File: config.mk
export PLATFORM = sky130hd
export DESIGN_NAME = disc_tag_bus_command_unit
export DESIGN_NICKNAME = d
export VERILOG_FILES = /design/src/verilog/disc_tag_pkg.sv /design/src/verilog/disc_tag_bus_command_unit.sv
export SDC_FILE = /design/constraint.sdc
export NUM_CORES = 1
export LEC_CHECK = 0
export BUFFER_PORTS_ARGS = -buffer_cell sky130_fd_sc_hd__buf_4
export CORE_MARGIN = 4
export CORE_UTILIZATION = 50
export CTS_CLUSTER_DIAMETER = 100
export DETAILED_ROUTE_END_ITERATION = 6
export HOLD_SLACK_MARGIN = 0.12
export PLACE_DENSITY = 0.72
export SYNTH_ARGS = -nofsm -noshare
export SYNTH_HDL_FRONTEND = slang
export SYNTH_SLANG_ARGS = --single-unit
File: constraint.sdc
create_clock -name clk -period 2.4 [get_ports clk]
set_clock_uncertainty 0.05 [all_clocks]
set_input_delay 0.24 -clock clk [delete_from_list [all_inputs] [get_ports clk]]
set_output_delay 0.24 -clock clk [all_outputs]
set_load 0.1 [all_outputs]
File: src/verilog/disc_tag_pkg.sv
// Constants for the drive-side tag bus command unit
package disc_tag_pkg;
  localparam int CBUS_W = 11;
  localparam int TAG_W = 4;
  // Tag bus command codes
  localparam logic [3:0] CMD_NOP0 = 4'h0;
  localparam logic [3:0] CMD_READ = 4'h1;
  localparam logic [3:0] CMD_WRITE = 4'h2;
  localparam logic [3:0] CMD_STATUS_REQUEST = 4'h3;
  localparam logic [3:0] CMD_IDENTITY_POLL = 4'h4;
  localparam logic [3:0] CMD_CONTROLLER_PRESET = 4'h5;
  localparam logic [3:0] CMD_SECTOR_REPORT = 4'h6;
  localparam logic [3:0] CMD_UNUSED_A = 4'h7;
  localparam logic [3:0] CMD_SEEK = 4'h8;
  localparam logic [3:0] CMD_ADDRESS_RECORD = 4'h9;
  localparam logic [3:0] CMD_UNIT_SELECT = 4'ha;
  localparam logic [3:0] CMD_RECALIBRATE = 4'hb;
  localparam logic [3:0] CMD_SECTOR_ONLY_LOAD = 4'hc;
  localparam logic [3:0] CMD_SET_OFFSET = 4'hd;
  localparam logic [3:0] CMD_STATUS_CLEAR = 4'he;
  localparam logic [3:0] CMD_UNUSED_B = 4'hf;
  localparam logic [3:0] CMD_DISCONNECT = 4'h0;
  // Control bus field layout
  localparam int CYL_LSB = 0;
  localparam int CYL_W = 10;
  localparam int SEC_LSB = 0;
  localparam int SEC_W = 6;
  localparam int HEAD_LSB = 8;
  localparam int HEAD_W = 3;
  localparam int UNIT_LSB = 0;
  localparam int UNIT_W = 3;
  localparam int OFS_LSB = 0;
  localparam int OFS_W = 6;
  localparam int OFS_SIGN_BIT = 7;
  localparam int CLR_ATTN_BIT = 0;
  localparam int CLR_FIRST_BIT = 1;
  // Status word bit positions
  localparam int ST_BUSY = 0;
  localparam int ST_READY = 1;
  localparam int ST_SEEK_CHECK = 2;
  localparam int ST_FIRST = 3;
  localparam int ST_FAULT = 4;
  localparam int ST_FORMAT = 5;
  localparam int ST_READ_ONLY = 6;
  localparam int ST_ATTN = 7;
  localparam int ST_SECTOR_CMP = 8;
  localparam int ST_TYPE_LO = 9;
  localparam int ST_TYPE_HI = 10;
  // Legal limits
  localparam logic [9:0] MAX_CYL = 10'h336;
  localparam logic [5:0] MAX_SECTOR = 6'h2f;
  localparam logic [2:0] MAX_HEAD = 3'h4;
  localparam logic [6:0] MAX_OFFSET = 7'h53;
  localparam logic [9:0] HOME_CYL = 10'h000;
  localparam logic [1:0] DRIVE_TYPE = 2'h1;
  // Interrupt status bits
  localparam int IRQ_W = 4;
  localparam int EV_CMD = 0;
  localparam int EV_SEEK_CHECK = 1;
  localparam int EV_ATTN = 2;
  localparam int EV_SELECT = 3;
  // Register offsets (byte addresses)
  localparam logic [7:0] REG_CTRL = 8'h00;
  localparam logic [7:0] REG_STATUS = 8'h04;
  localparam logic [7:0] REG_ADDR = 8'h08;
  localparam logic [7:0] REG_OFFSET = 8'h0c;
  localparam logic [7:0] REG_IRQ_STATUS = 8'h10;
  localparam logic [7:0] REG_IRQ_ENABLE = 8'h14;
  localparam logic [7:0] REG_IRQ_CLEAR = 8'h18;
  // Control register bits
  localparam int CTRL_RUN_SWITCH = 0;
  localparam int CTRL_FORMAT = 1;
  localparam int CTRL_READ_ONLY = 2;
  localparam int CTRL_FAULT = 3;
  localparam int CTRL_HEADS_LOADED = 4;
  localparam int CTRL_UNIT_LSB = 8;
  localparam int CTRL_SEEK_DONE = 12;
  // Internal cycle times
  localparam int SEEK_TIME_NS = 1000;
  localparam int CLK_PERIOD_NS = 10;
  localparam int SEEK_CYCLES = SEEK_TIME_NS / CLK_PERIOD_NS;
endpackage

File: src/verilog/disc_tag_bus_command_unit.sv
// Drive-side tag bus command decoder and control bus exchange
//
// Local design decisions: the placing of the registers and the APB register port.
`timescale 1ns/1ps

module disc_tag_bus_command_unit #(
  parameter int SEEK_CYCLES = disc_tag_pkg::SEEK_CYCLES,
  parameter logic [5:0] SECTORS_PER_TRACK = 6'h30
)(
  input wire logic clk,
  input wire logic rstn,
  input wire logic [3:0] tagBus,
  input wire logic tagStrobe,
  input wire logic [10:0] controlBusIn_n,
  output logic [10:0] controlBusOut_n,
  output logic [10:0] controlBusOe,
  output logic select_lamp_n,
  output logic selected,
  input wire logic psel,
  input wire logic penable,
  input wire logic pwrite,
  input wire logic [7:0] paddr,
  input wire logic [31:0] pwdata,
  output logic [31:0] prdata,
  output logic pready,
  output logic pslverr,
  output logic irq
);

  typedef enum logic [1:0] {IDLE, SEEKING, SETTLED} seek_e;

  seek_e seekState;
  logic [10:0] rx;
  logic [3:0] cmd;
  logic strobeSeen;
  logic act;
  logic actSel;
  logic [9:0] targetCyl;
  logic [9:0] currentCyl;
  logic [5:0] sectorAddr;
  logic [2:0] headAddr;
  logic [5:0] liveSector;
  logic [5:0] offsetMag;
  logic offsetSign;
  logic seekCheck;
  logic firstStatus;
  logic attention;
  logic [15:0] seekTimer;
  logic [31:0] ctrl;
  logic [3:0] irqStatus;
  logic [3:0] irqEnable;
  logic [3:0] irqEvents;
  logic runPrev;
  logic headsPrev;
  logic [10:0] statusWord;
  logic [2:0] unitSwitch;
  logic apbWrite;
  logic apbRead;
  logic clrAttn;
  logic clrFirst;
  logic reposition;

  function automatic logic isCmd(input logic [3:0] c, input logic [3:0] code);
    return c == code;
  endfunction

  ////////////////////////////////////////////////////////////////////////////
  // Receive and decode

  assign rx = ~controlBusIn_n;
  assign cmd = tagBus;
  assign unitSwitch = ctrl[disc_tag_pkg::CTRL_UNIT_LSB +: disc_tag_pkg::UNIT_W];
  // One action per strobe assertion, unused codes dropped
  assign act = tagStrobe && !strobeSeen && !isCmd(cmd, disc_tag_pkg::CMD_UNUSED_A)
    && !isCmd(cmd, disc_tag_pkg::CMD_UNUSED_B);
  assign actSel = act && selected;
  assign clrAttn = actSel && isCmd(cmd, disc_tag_pkg::CMD_STATUS_CLEAR) && rx[disc_tag_pkg::CLR_ATTN_BIT];
  assign clrFirst = actSel && isCmd(cmd, disc_tag_pkg::CMD_STATUS_CLEAR) && rx[disc_tag_pkg::CLR_FIRST_BIT];
  assign reposition = actSel && isCmd(cmd, disc_tag_pkg::CMD_SET_OFFSET);

  always_ff @(posedge clk)
  begin
    if (!rstn)
      strobeSeen <= 1'b0;
    else
      strobeSeen <= tagStrobe;
  end

  ////////////////////////////////////////////////////////////////////////////
  // Selection

  always_ff @(posedge clk)
  begin
    if (!rstn)
    begin
      selected <= 1'b0;
      select_lamp_n <= 1'b1;
      runPrev <= 1'b0;
    end
    else
    begin
      runPrev <= ctrl[disc_tag_pkg::CTRL_RUN_SWITCH];
      if ((ctrl[disc_tag_pkg::CTRL_RUN_SWITCH] && !runPrev) ||
          (act && (isCmd(cmd, disc_tag_pkg::CMD_CONTROLLER_PRESET) ||
                   isCmd(cmd, disc_tag_pkg::CMD_DISCONNECT))))
      begin
        selected <= 1'b0;
        select_lamp_n <= 1'b1;
      end
      else if (act && isCmd(cmd, disc_tag_pkg::CMD_UNIT_SELECT))
      begin
        selected <= rx[disc_tag_pkg::UNIT_LSB +: disc_tag_pkg::UNIT_W] == unitSwitch;
        select_lamp_n <= rx[disc_tag_pkg::UNIT_LSB +: disc_tag_pkg::UNIT_W] != unitSwitch;
      end
    end
  end

  ////////////////////////////////////////////////////////////////////////////
  // Address registers and checks

  always_ff @(posedge clk)
  begin
    if (!rstn)
    begin
      sectorAddr <= 6'h00;
      headAddr <= 3'h0;
      seekCheck <= 1'b0;
    end
    else if (act && isCmd(cmd, disc_tag_pkg::CMD_CONTROLLER_PRESET))
    begin
      sectorAddr <= 6'h00;
      headAddr <= 3'h0;
      seekCheck <= 1'b0;
    end
    else if (actSel && isCmd(cmd, disc_tag_pkg::CMD_SECTOR_ONLY_LOAD))
    begin
      // Head field deliberately not looked at
      if (rx[disc_tag_pkg::SEC_LSB +: disc_tag_pkg::SEC_W] <= disc_tag_pkg::MAX_SECTOR)
      begin
        sectorAddr <= rx[disc_tag_pkg::SEC_LSB +: disc_tag_pkg::SEC_W];
        seekCheck <= 1'b0;
      end
      else
        seekCheck <= 1'b1;
    end
    else if (actSel && isCmd(cmd, disc_tag_pkg::CMD_ADDRESS_RECORD))
    begin
      if (rx[disc_tag_pkg::SEC_LSB +: disc_tag_pkg::SEC_W] <= disc_tag_pkg::MAX_SECTOR)
        sectorAddr <= rx[disc_tag_pkg::SEC_LSB +: disc_tag_pkg::SEC_W];
      if (rx[disc_tag_pkg::HEAD_LSB +: disc_tag_pkg::HEAD_W] <= disc_tag_pkg::MAX_HEAD)
        headAddr <= rx[disc_tag_pkg::HEAD_LSB +: disc_tag_pkg::HEAD_W];
      seekCheck <= (rx[disc_tag_pkg::SEC_LSB +: disc_tag_pkg::SEC_W] > disc_tag_pkg::MAX_SECTOR) ||
        (rx[disc_tag_pkg::HEAD_LSB +: disc_tag_pkg::HEAD_W] > disc_tag_pkg::MAX_HEAD);
    end
    else if (actSel && isCmd(cmd, disc_tag_pkg::CMD_SEEK))
      seekCheck <= rx[disc_tag_pkg::CYL_LSB +: disc_tag_pkg::CYL_W] > disc_tag_pkg::MAX_CYL ||
        seekState == SEEKING;
  end

  ////////////////////////////////////////////////////////////////////////////
  // Offset

  always_ff @(posedge clk)
  begin
    if (!rstn)
    begin
      offsetMag <= 6'h00;
      offsetSign <= 1'b0;
    end
    else if (reposition)
    begin
      offsetMag <= rx[disc_tag_pkg::OFS_LSB +: disc_tag_pkg::OFS_W];
      offsetSign <= rx[disc_tag_pkg::OFS_SIGN_BIT];
    end
  end

  ////////////////////////////////////////////////////////////////////////////
  // Seek and recalibrate positioner model

  always_ff @(posedge clk)
  begin
    if (!rstn)
    begin
      seekState <= IDLE;
      targetCyl <= disc_tag_pkg::HOME_CYL;
      currentCyl <= disc_tag_pkg::HOME_CYL;
      seekTimer <= 16'h0000;
    end
    else if (actSel && isCmd(cmd, disc_tag_pkg::CMD_RECALIBRATE))
    begin
      targetCyl <= disc_tag_pkg::HOME_CYL;
      currentCyl <= disc_tag_pkg::HOME_CYL;
      seekState <= SEEKING;
      seekTimer <= 16'(SEEK_CYCLES);
    end
    else if (actSel && isCmd(cmd, disc_tag_pkg::CMD_SEEK) && seekState != SEEKING &&
             rx[disc_tag_pkg::CYL_LSB +: disc_tag_pkg::CYL_W] <= disc_tag_pkg::MAX_CYL)
    begin
      targetCyl <= rx[disc_tag_pkg::CYL_LSB +: disc_tag_pkg::CYL_W];
      seekState <= SEEKING;
      seekTimer <= 16'(SEEK_CYCLES);
    end
    else if (reposition)
    begin
      seekState <= SEEKING;
      seekTimer <= 16'(SEEK_CYCLES);
    end
    else
    begin
      unique case (seekState)
        IDLE: seekState <= IDLE;
        SEEKING:
        begin
          if (seekTimer == 16'h0000)
          begin
            currentCyl <= targetCyl;
            seekState <= SETTLED;
          end
          else
            seekTimer <= seekTimer - 16'h0001;
        end
        SETTLED: seekState <= IDLE;
        default: seekState <= IDLE;
      endcase
    end
  end

  ////////////////////////////////////////////////////////////////////////////
  // Status flags

  always_ff @(posedge clk)
  begin
    if (!rstn)
    begin
      attention <= 1'b0;
      firstStatus <= 1'b0;
      headsPrev <= 1'b0;
    end
    else
    begin
      headsPrev <= ctrl[disc_tag_pkg::CTRL_HEADS_LOADED];
      // Sets win over clears
      if (seekState == SETTLED ||
          (actSel && isCmd(cmd, disc_tag_pkg::CMD_SEEK) &&
           rx[disc_tag_pkg::CYL_LSB +: disc_tag_pkg::CYL_W] > disc_tag_pkg::MAX_CYL))
        attention <= 1'b1;
      else if (clrAttn || (act && isCmd(cmd, disc_tag_pkg::CMD_CONTROLLER_PRESET)))
        attention <= 1'b0;
      if (ctrl[disc_tag_pkg::CTRL_HEADS_LOADED] && !headsPrev)
        firstStatus <= 1'b1;
      else if (clrFirst || (act && isCmd(cmd, disc_tag_pkg::CMD_CONTROLLER_PRESET)))
        firstStatus <= 1'b0;
    end
  end

  always_ff @(posedge clk)
  begin
    if (!rstn)
      liveSector <= 6'h00;
    else if (liveSector == SECTORS_PER_TRACK - 6'h01)
      liveSector <= 6'h00;
    else
      liveSector <= liveSector + 6'h01;
  end

  always_comb
  begin
    statusWord = '0;
    statusWord[disc_tag_pkg::ST_BUSY] = seekState != IDLE;
    statusWord[disc_tag_pkg::ST_READY] = ctrl[disc_tag_pkg::CTRL_HEADS_LOADED];
    statusWord[disc_tag_pkg::ST_SEEK_CHECK] = seekCheck;
    statusWord[disc_tag_pkg::ST_FIRST] = firstStatus;
    statusWord[disc_tag_pkg::ST_FAULT] = ctrl[disc_tag_pkg::CTRL_FAULT];
    statusWord[disc_tag_pkg::ST_FORMAT] = ctrl[disc_tag_pkg::CTRL_FORMAT];
    statusWord[disc_tag_pkg::ST_READ_ONLY] = ctrl[disc_tag_pkg::CTRL_READ_ONLY];
    statusWord[disc_tag_pkg::ST_ATTN] = attention;
    statusWord[disc_tag_pkg::ST_SECTOR_CMP] = liveSector == sectorAddr &&
      (isCmd(cmd, disc_tag_pkg::CMD_READ) || isCmd(cmd, disc_tag_pkg::CMD_WRITE)) && tagStrobe;
    statusWord[disc_tag_pkg::ST_TYPE_HI:disc_tag_pkg::ST_TYPE_LO] = disc_tag_pkg::DRIVE_TYPE;
  end

  ////////////////////////////////////////////////////////////////////////////
  // Control bus drivers

  always_ff @(posedge clk)
  begin
    if (!rstn)
    begin
      controlBusOut_n <= '1;
      controlBusOe <= '0;
    end
    else if (tagStrobe && selected && (isCmd(cmd, disc_tag_pkg::CMD_READ) ||
             isCmd(cmd, disc_tag_pkg::CMD_WRITE) || isCmd(cmd, disc_tag_pkg::CMD_STATUS_REQUEST)))
    begin
      controlBusOut_n <= ~statusWord;
      controlBusOe <= '1;
    end
    else if (tagStrobe && selected && isCmd(cmd, disc_tag_pkg::CMD_SECTOR_REPORT))
    begin
      controlBusOut_n <= ~{headAddr, 2'h0, liveSector};
      controlBusOe <= '1;
    end
    else if (tagStrobe && attention && isCmd(cmd, disc_tag_pkg::CMD_IDENTITY_POLL))
    begin
      // Only the own unit line is pulled low
      controlBusOut_n <= ~(11'h001 << unitSwitch);
      controlBusOe <= 11'h001 << unitSwitch;
    end
    else
    begin
      controlBusOut_n <= '1;
      controlBusOe <= '0;
    end
  end

  ////////////////////////////////////////////////////////////////////////////
  // Interrupts

  assign irqEvents = {actSel && isCmd(cmd, disc_tag_pkg::CMD_UNIT_SELECT), seekState == SETTLED,
                      seekCheck, act};
  assign apbWrite = psel && penable && pwrite;
  assign apbRead = psel && !penable && !pwrite;

  always_ff @(posedge clk)
  begin
    if (!rstn)
      irqStatus <= '0;
    else if (apbWrite && paddr == disc_tag_pkg::REG_IRQ_CLEAR)
      irqStatus <= irqEvents | (irqStatus & ~pwdata[disc_tag_pkg::IRQ_W-1:0]);
    else
      irqStatus <= irqStatus | irqEvents;
  end

  always_ff @(posedge clk)
  begin
    if (!rstn)
      irq <= 1'b0;
    else
      irq <= |(irqStatus & irqEnable);
  end

  ////////////////////////////////////////////////////////////////////////////
  // APB slave

  always_ff @(posedge clk)
  begin
    if (!rstn)
    begin
      ctrl <= '0;
      irqEnable <= '0;
    end
    else if (apbWrite && paddr == disc_tag_pkg::REG_CTRL)
      ctrl <= pwdata;
    else if (apbWrite && paddr == disc_tag_pkg::REG_IRQ_ENABLE)
      irqEnable <= pwdata[disc_tag_pkg::IRQ_W-1:0];
  end

  always_ff @(posedge clk)
  begin
    if (!rstn)
    begin
      prdata <= '0;
      pready <= 1'b0;
      pslverr <= 1'b0;
    end
    else
    begin
      pready <= psel && !penable;
      pslverr <= 1'b0;
      if (psel && !penable)
      begin
        pslverr <= !(paddr inside {disc_tag_pkg::REG_CTRL, disc_tag_pkg::REG_STATUS,
          disc_tag_pkg::REG_ADDR, disc_tag_pkg::REG_OFFSET, disc_tag_pkg::REG_IRQ_STATUS,
          disc_tag_pkg::REG_IRQ_ENABLE, disc_tag_pkg::REG_IRQ_CLEAR});
        prdata <= '0;
      end
      if (apbRead)
      begin
        unique case (paddr)
          disc_tag_pkg::REG_CTRL: prdata <= ctrl;
          disc_tag_pkg::REG_STATUS: prdata <= {20'h00000, selected, statusWord};
          disc_tag_pkg::REG_ADDR: prdata <= {headAddr, sectorAddr, currentCyl, 3'h0, targetCyl};
          disc_tag_pkg::REG_OFFSET: prdata <= {25'h0, offsetSign, offsetMag};
          disc_tag_pkg::REG_IRQ_STATUS: prdata <= {28'h0000000, irqStatus};
          disc_tag_pkg::REG_IRQ_ENABLE: prdata <= {28'h0000000, irqEnable};
          default: prdata <= '0;
        endcase
      end
    end
  end

endmodule // disc_tag_bus_command_unit

==> results.md <==
- Run status: finished clean
- Number of global-route vias before repair: 6076
- Synth Register Bits: 163
- Sequential Area: 3264 um2
- CTS clk-pin slew, worst paths: 60 ps
- Total track usage: 0.2453
- Global-route wire length before repair: 30930 um
- Initial core utilization: 0.5133
- Chip Width: 125.1 um
- Synth unique cells: 69
- Final worst slack: 151.1 ps
- Peak VDD IR: 0.5208 mV
- Setup bufs post-CTS: 0
- Maximum capacitance violations: 0
- Die area: 15640 um2
- Mapped Area: 6852 um2
- Pre-CTS setup slack: 219.8 ps
- CTS tree: done
- ANT cells: 0
- CTS Buf Count: 17
- Placed Area: 7853 um2
- Final worst path period need: 2249 ps
- Ys Warns: 0
- Pleak: 3.323 nW
- Synth Area in Compound Gates: 0.1549
- Count of final setup violators: 0
- Crit path DAT: 2540 ps
- Ys async rst share: 0
- Synthesized area per cell: 8.992 um2
- Slew headroom: 0.5286
- Global route overflow: 0
- Commonest non-fill, non-tap cells in the layout: dfxtp_1 (162), buf_4 (135), nand2_1 (114), nor2_1 (78), a21oi_1 (51)
- # IOs: 120
- CP Capture Type: flip-flop
- Hold-fix buffers, CTS: 47
- F_max: 0.4447 GHz
- Bufs on Longest Clock Path: 2
- CP startpoint kind: input port
- Die Y: 125.1 um
- Worst Tran Pin Value: 707.1 ps
- Maximum fanout along the worst path: 13
- Fin. Hold Viols: 0
- Most used DFF post-synth: dfxtp_1
- GP Congestion: 0.9068
- Vias/cell: 5.577
- Port bufs: 119
- Total Neg Setup Slack: 0 ps
- Mux cell area share after synthesis: 0.08126
- Iter 0 DRT Violations: 677
- Finished Cell Area: 8904 um2
- Worst endpoint required time: 2690 ps
- Largest net degree at the start of global routing: 49
- Area of the multi-input gates: 3294 um2
- Std-Cell Rows: 42
- Synth Instances: 762
- Fillers: 1068
- Clock insertion delay at the later pin of the skew report: 430 ps
- XOR/XNOR Fraction of Synth Area: 0.02940
- Largest family of logic cells by synthesized area: simple AND/OR/NAND/NOR gates
- CTS-repair resized insts: 0
- Period utilisation layout: 0.9370
- Pins Over Slew Limit: 0
- Unrepaired setup endpoints after global routing: false
- Clock root buffer master: clkbuf_16
- Detailed-route via count: 6151
- Post-synthesis adder-cell area fraction: 0.003652
- Initial antenna violation count: 0
- WL/cell: 17.50 um
- P&R area growth vs syn: 29.95%
- Register area share after synthesis: 0.4763
- Core area: 13350 um2
- CTS sink cnt: 163
- Crit Path Category: in2reg
- Pwr dens: 647.3 nW/um2
- DRT antenna net count: 0
- DRC: 0
- Min-delay worst type: in2reg
- Commonest non-fill, non-tap cell in the layout: dfxtp_1
- Syn nets: 825
- Drt pass-1 iters: 5
- H-tree Lvls: 4
- Post-Synth Simple-Gate Area: 0.2117
- Fin nets: 979
- Ratio of cells with drive above 1 in the final layout: 0.2093
- Post-DP HPWL: 13670 um
- Post-Route WL: 19300 um
- Post-synth EDFFs: 0
==> path summary, 6_finish.rpt <==
kind | slack (ps) | startpoint | to | cells past startpoint
min reg2reg | 400 | headsPrev$_SDFF_PN0_ | firstStatus$_SDFFE_PN0P_ | 1
max | 150 | controlBusIn_n[2] | seekTimer[1]$_SDFFE_PP0P_ | 7
min | 150 | paddr[1] | prdata[3]$_SDFFE_PN0P_ | 3
max reg2reg | 290 | selected$_SDFFE_PP0P_ | seekTimer[13]$_SDFFE_PP0P_ | 5
==> final cells by class <==
| type | instances | share of cell area |
|---|---|---|
| Multi-Input combinational cell | 536 | 0.3700 |
| Sequential cell | 163 | 0.3666 |
| Timing Repair Buffer | 182 | 0.1667 |
| Clock buffer | 19 | 0.04975 |
| Tap cell | 176 | 0.02473 |
| Clock inverter | 11 | 0.01546 |
| Inverter | 16 | 0.006745 |
==> metal layers <==
metal	share of wire	up-vias	track usage
met4	0.023	0	0.09184
met1	0.41	2892	0.3018
li1	-	2985	-
met2	0.50	235	0.4154
met3	0.067	39	0.06311
met5	0	-	0
==> worst max-delay path, stage by stage <==
cell and delay [ps]:
dlygate4sd3_1 530, buf_4 160, nor3_1 240, o221ai_1 220
a31oi_1 470, nand2_1 410, a211oi_1 270
==> registers in the layout (all words and copies together), names as in the netlist, 9 cells and up <==
register and count:
ctrl 32, targetCyl 10, seekTimer 16, currentCyl 10, controlBusOut_n 11, controlBusOe 9, prdata 32
==> stage by stage <==
stage / hold WS (ps) / total power [mW] / instances / util
after floorplan: 285.6 / 2.925 / 762 / -
after detailed placement: 382.5 / 3.058 / 1026 / 0.5883
final: 152.4 / 5.764 / 1103 / 0.6670
after global placement: 371.6 / 3.053 / 1026 / 0.5883
after CTS: 135.9 / 5.787 / 1103 / 0.6670
after global routing: 170.9 / 5.928 / 1103 / 0.6670
==> logic make-up (layout without fill, tap and decap cells) <==
kind of cell,after synthesis,after routing
AOI/OAI and AO/OA,168,168
xor gates and xnor gates,23,23
adders and majority gates,2,2
buffers and inverters,63,228
DFF,163,163
muxes,49,49
and+or+nand+nor,294,294
==> report_power, final <==
part           switching, mW  internal [mW]
clock network           1.06           1.64
logic                  0.176          0.167
registers            0.00938           2.71
total                   1.24           4.52
==> cells in the mapped netlist (all sizes together), types with 3 or more instances <==
| cell | number | share of area |
|---|---|---|
| a211oi | 26 | 0.028 |
| a21oi | 51 | 0.037 |
| a221oi | 3 | 0.0038 |
| a22oi | 7 | 0.0077 |
| a31oi | 9 | 0.0082 |
| and2 | 6 | 0.0055 |
| and3 | 3 | 0.0027 |
| buf | 24 | 0.021 |
| clkbuf | 23 | 0.013 |
| dfxtp | 163 | 0.48 |
| inv | 15 | 0.0082 |
| mux2 | 3 | 0.0049 |
| mux2i | 41 | 0.060 |
| mux4 | 5 | 0.016 |
| nand2 | 115 | 0.063 |
| nand2b | 13 | 0.012 |
| nand3 | 16 | 0.012 |
| nand4 | 5 | 0.0046 |
| nor2 | 79 | 0.044 |
| nor2b | 7 | 0.0064 |
| nor3 | 14 | 0.012 |
| nor3b | 3 | 0.0033 |
| nor4 | 8 | 0.011 |
| nor4b | 3 | 0.0057 |
| o21a | 6 | 0.0066 |
| o21ai | 39 | 0.028 |
| o221ai | 5 | 0.0064 |
| o22ai | 3 | 0.0027 |
| o31ai | 3 | 0.0033 |
| or2 | 4 | 0.0040 |
| or4 | 4 | 0.0055 |
| xnor2 | 17 | 0.022 |
| xor2 | 6 | 0.0077 |
(Power assumes the default switching activity.)
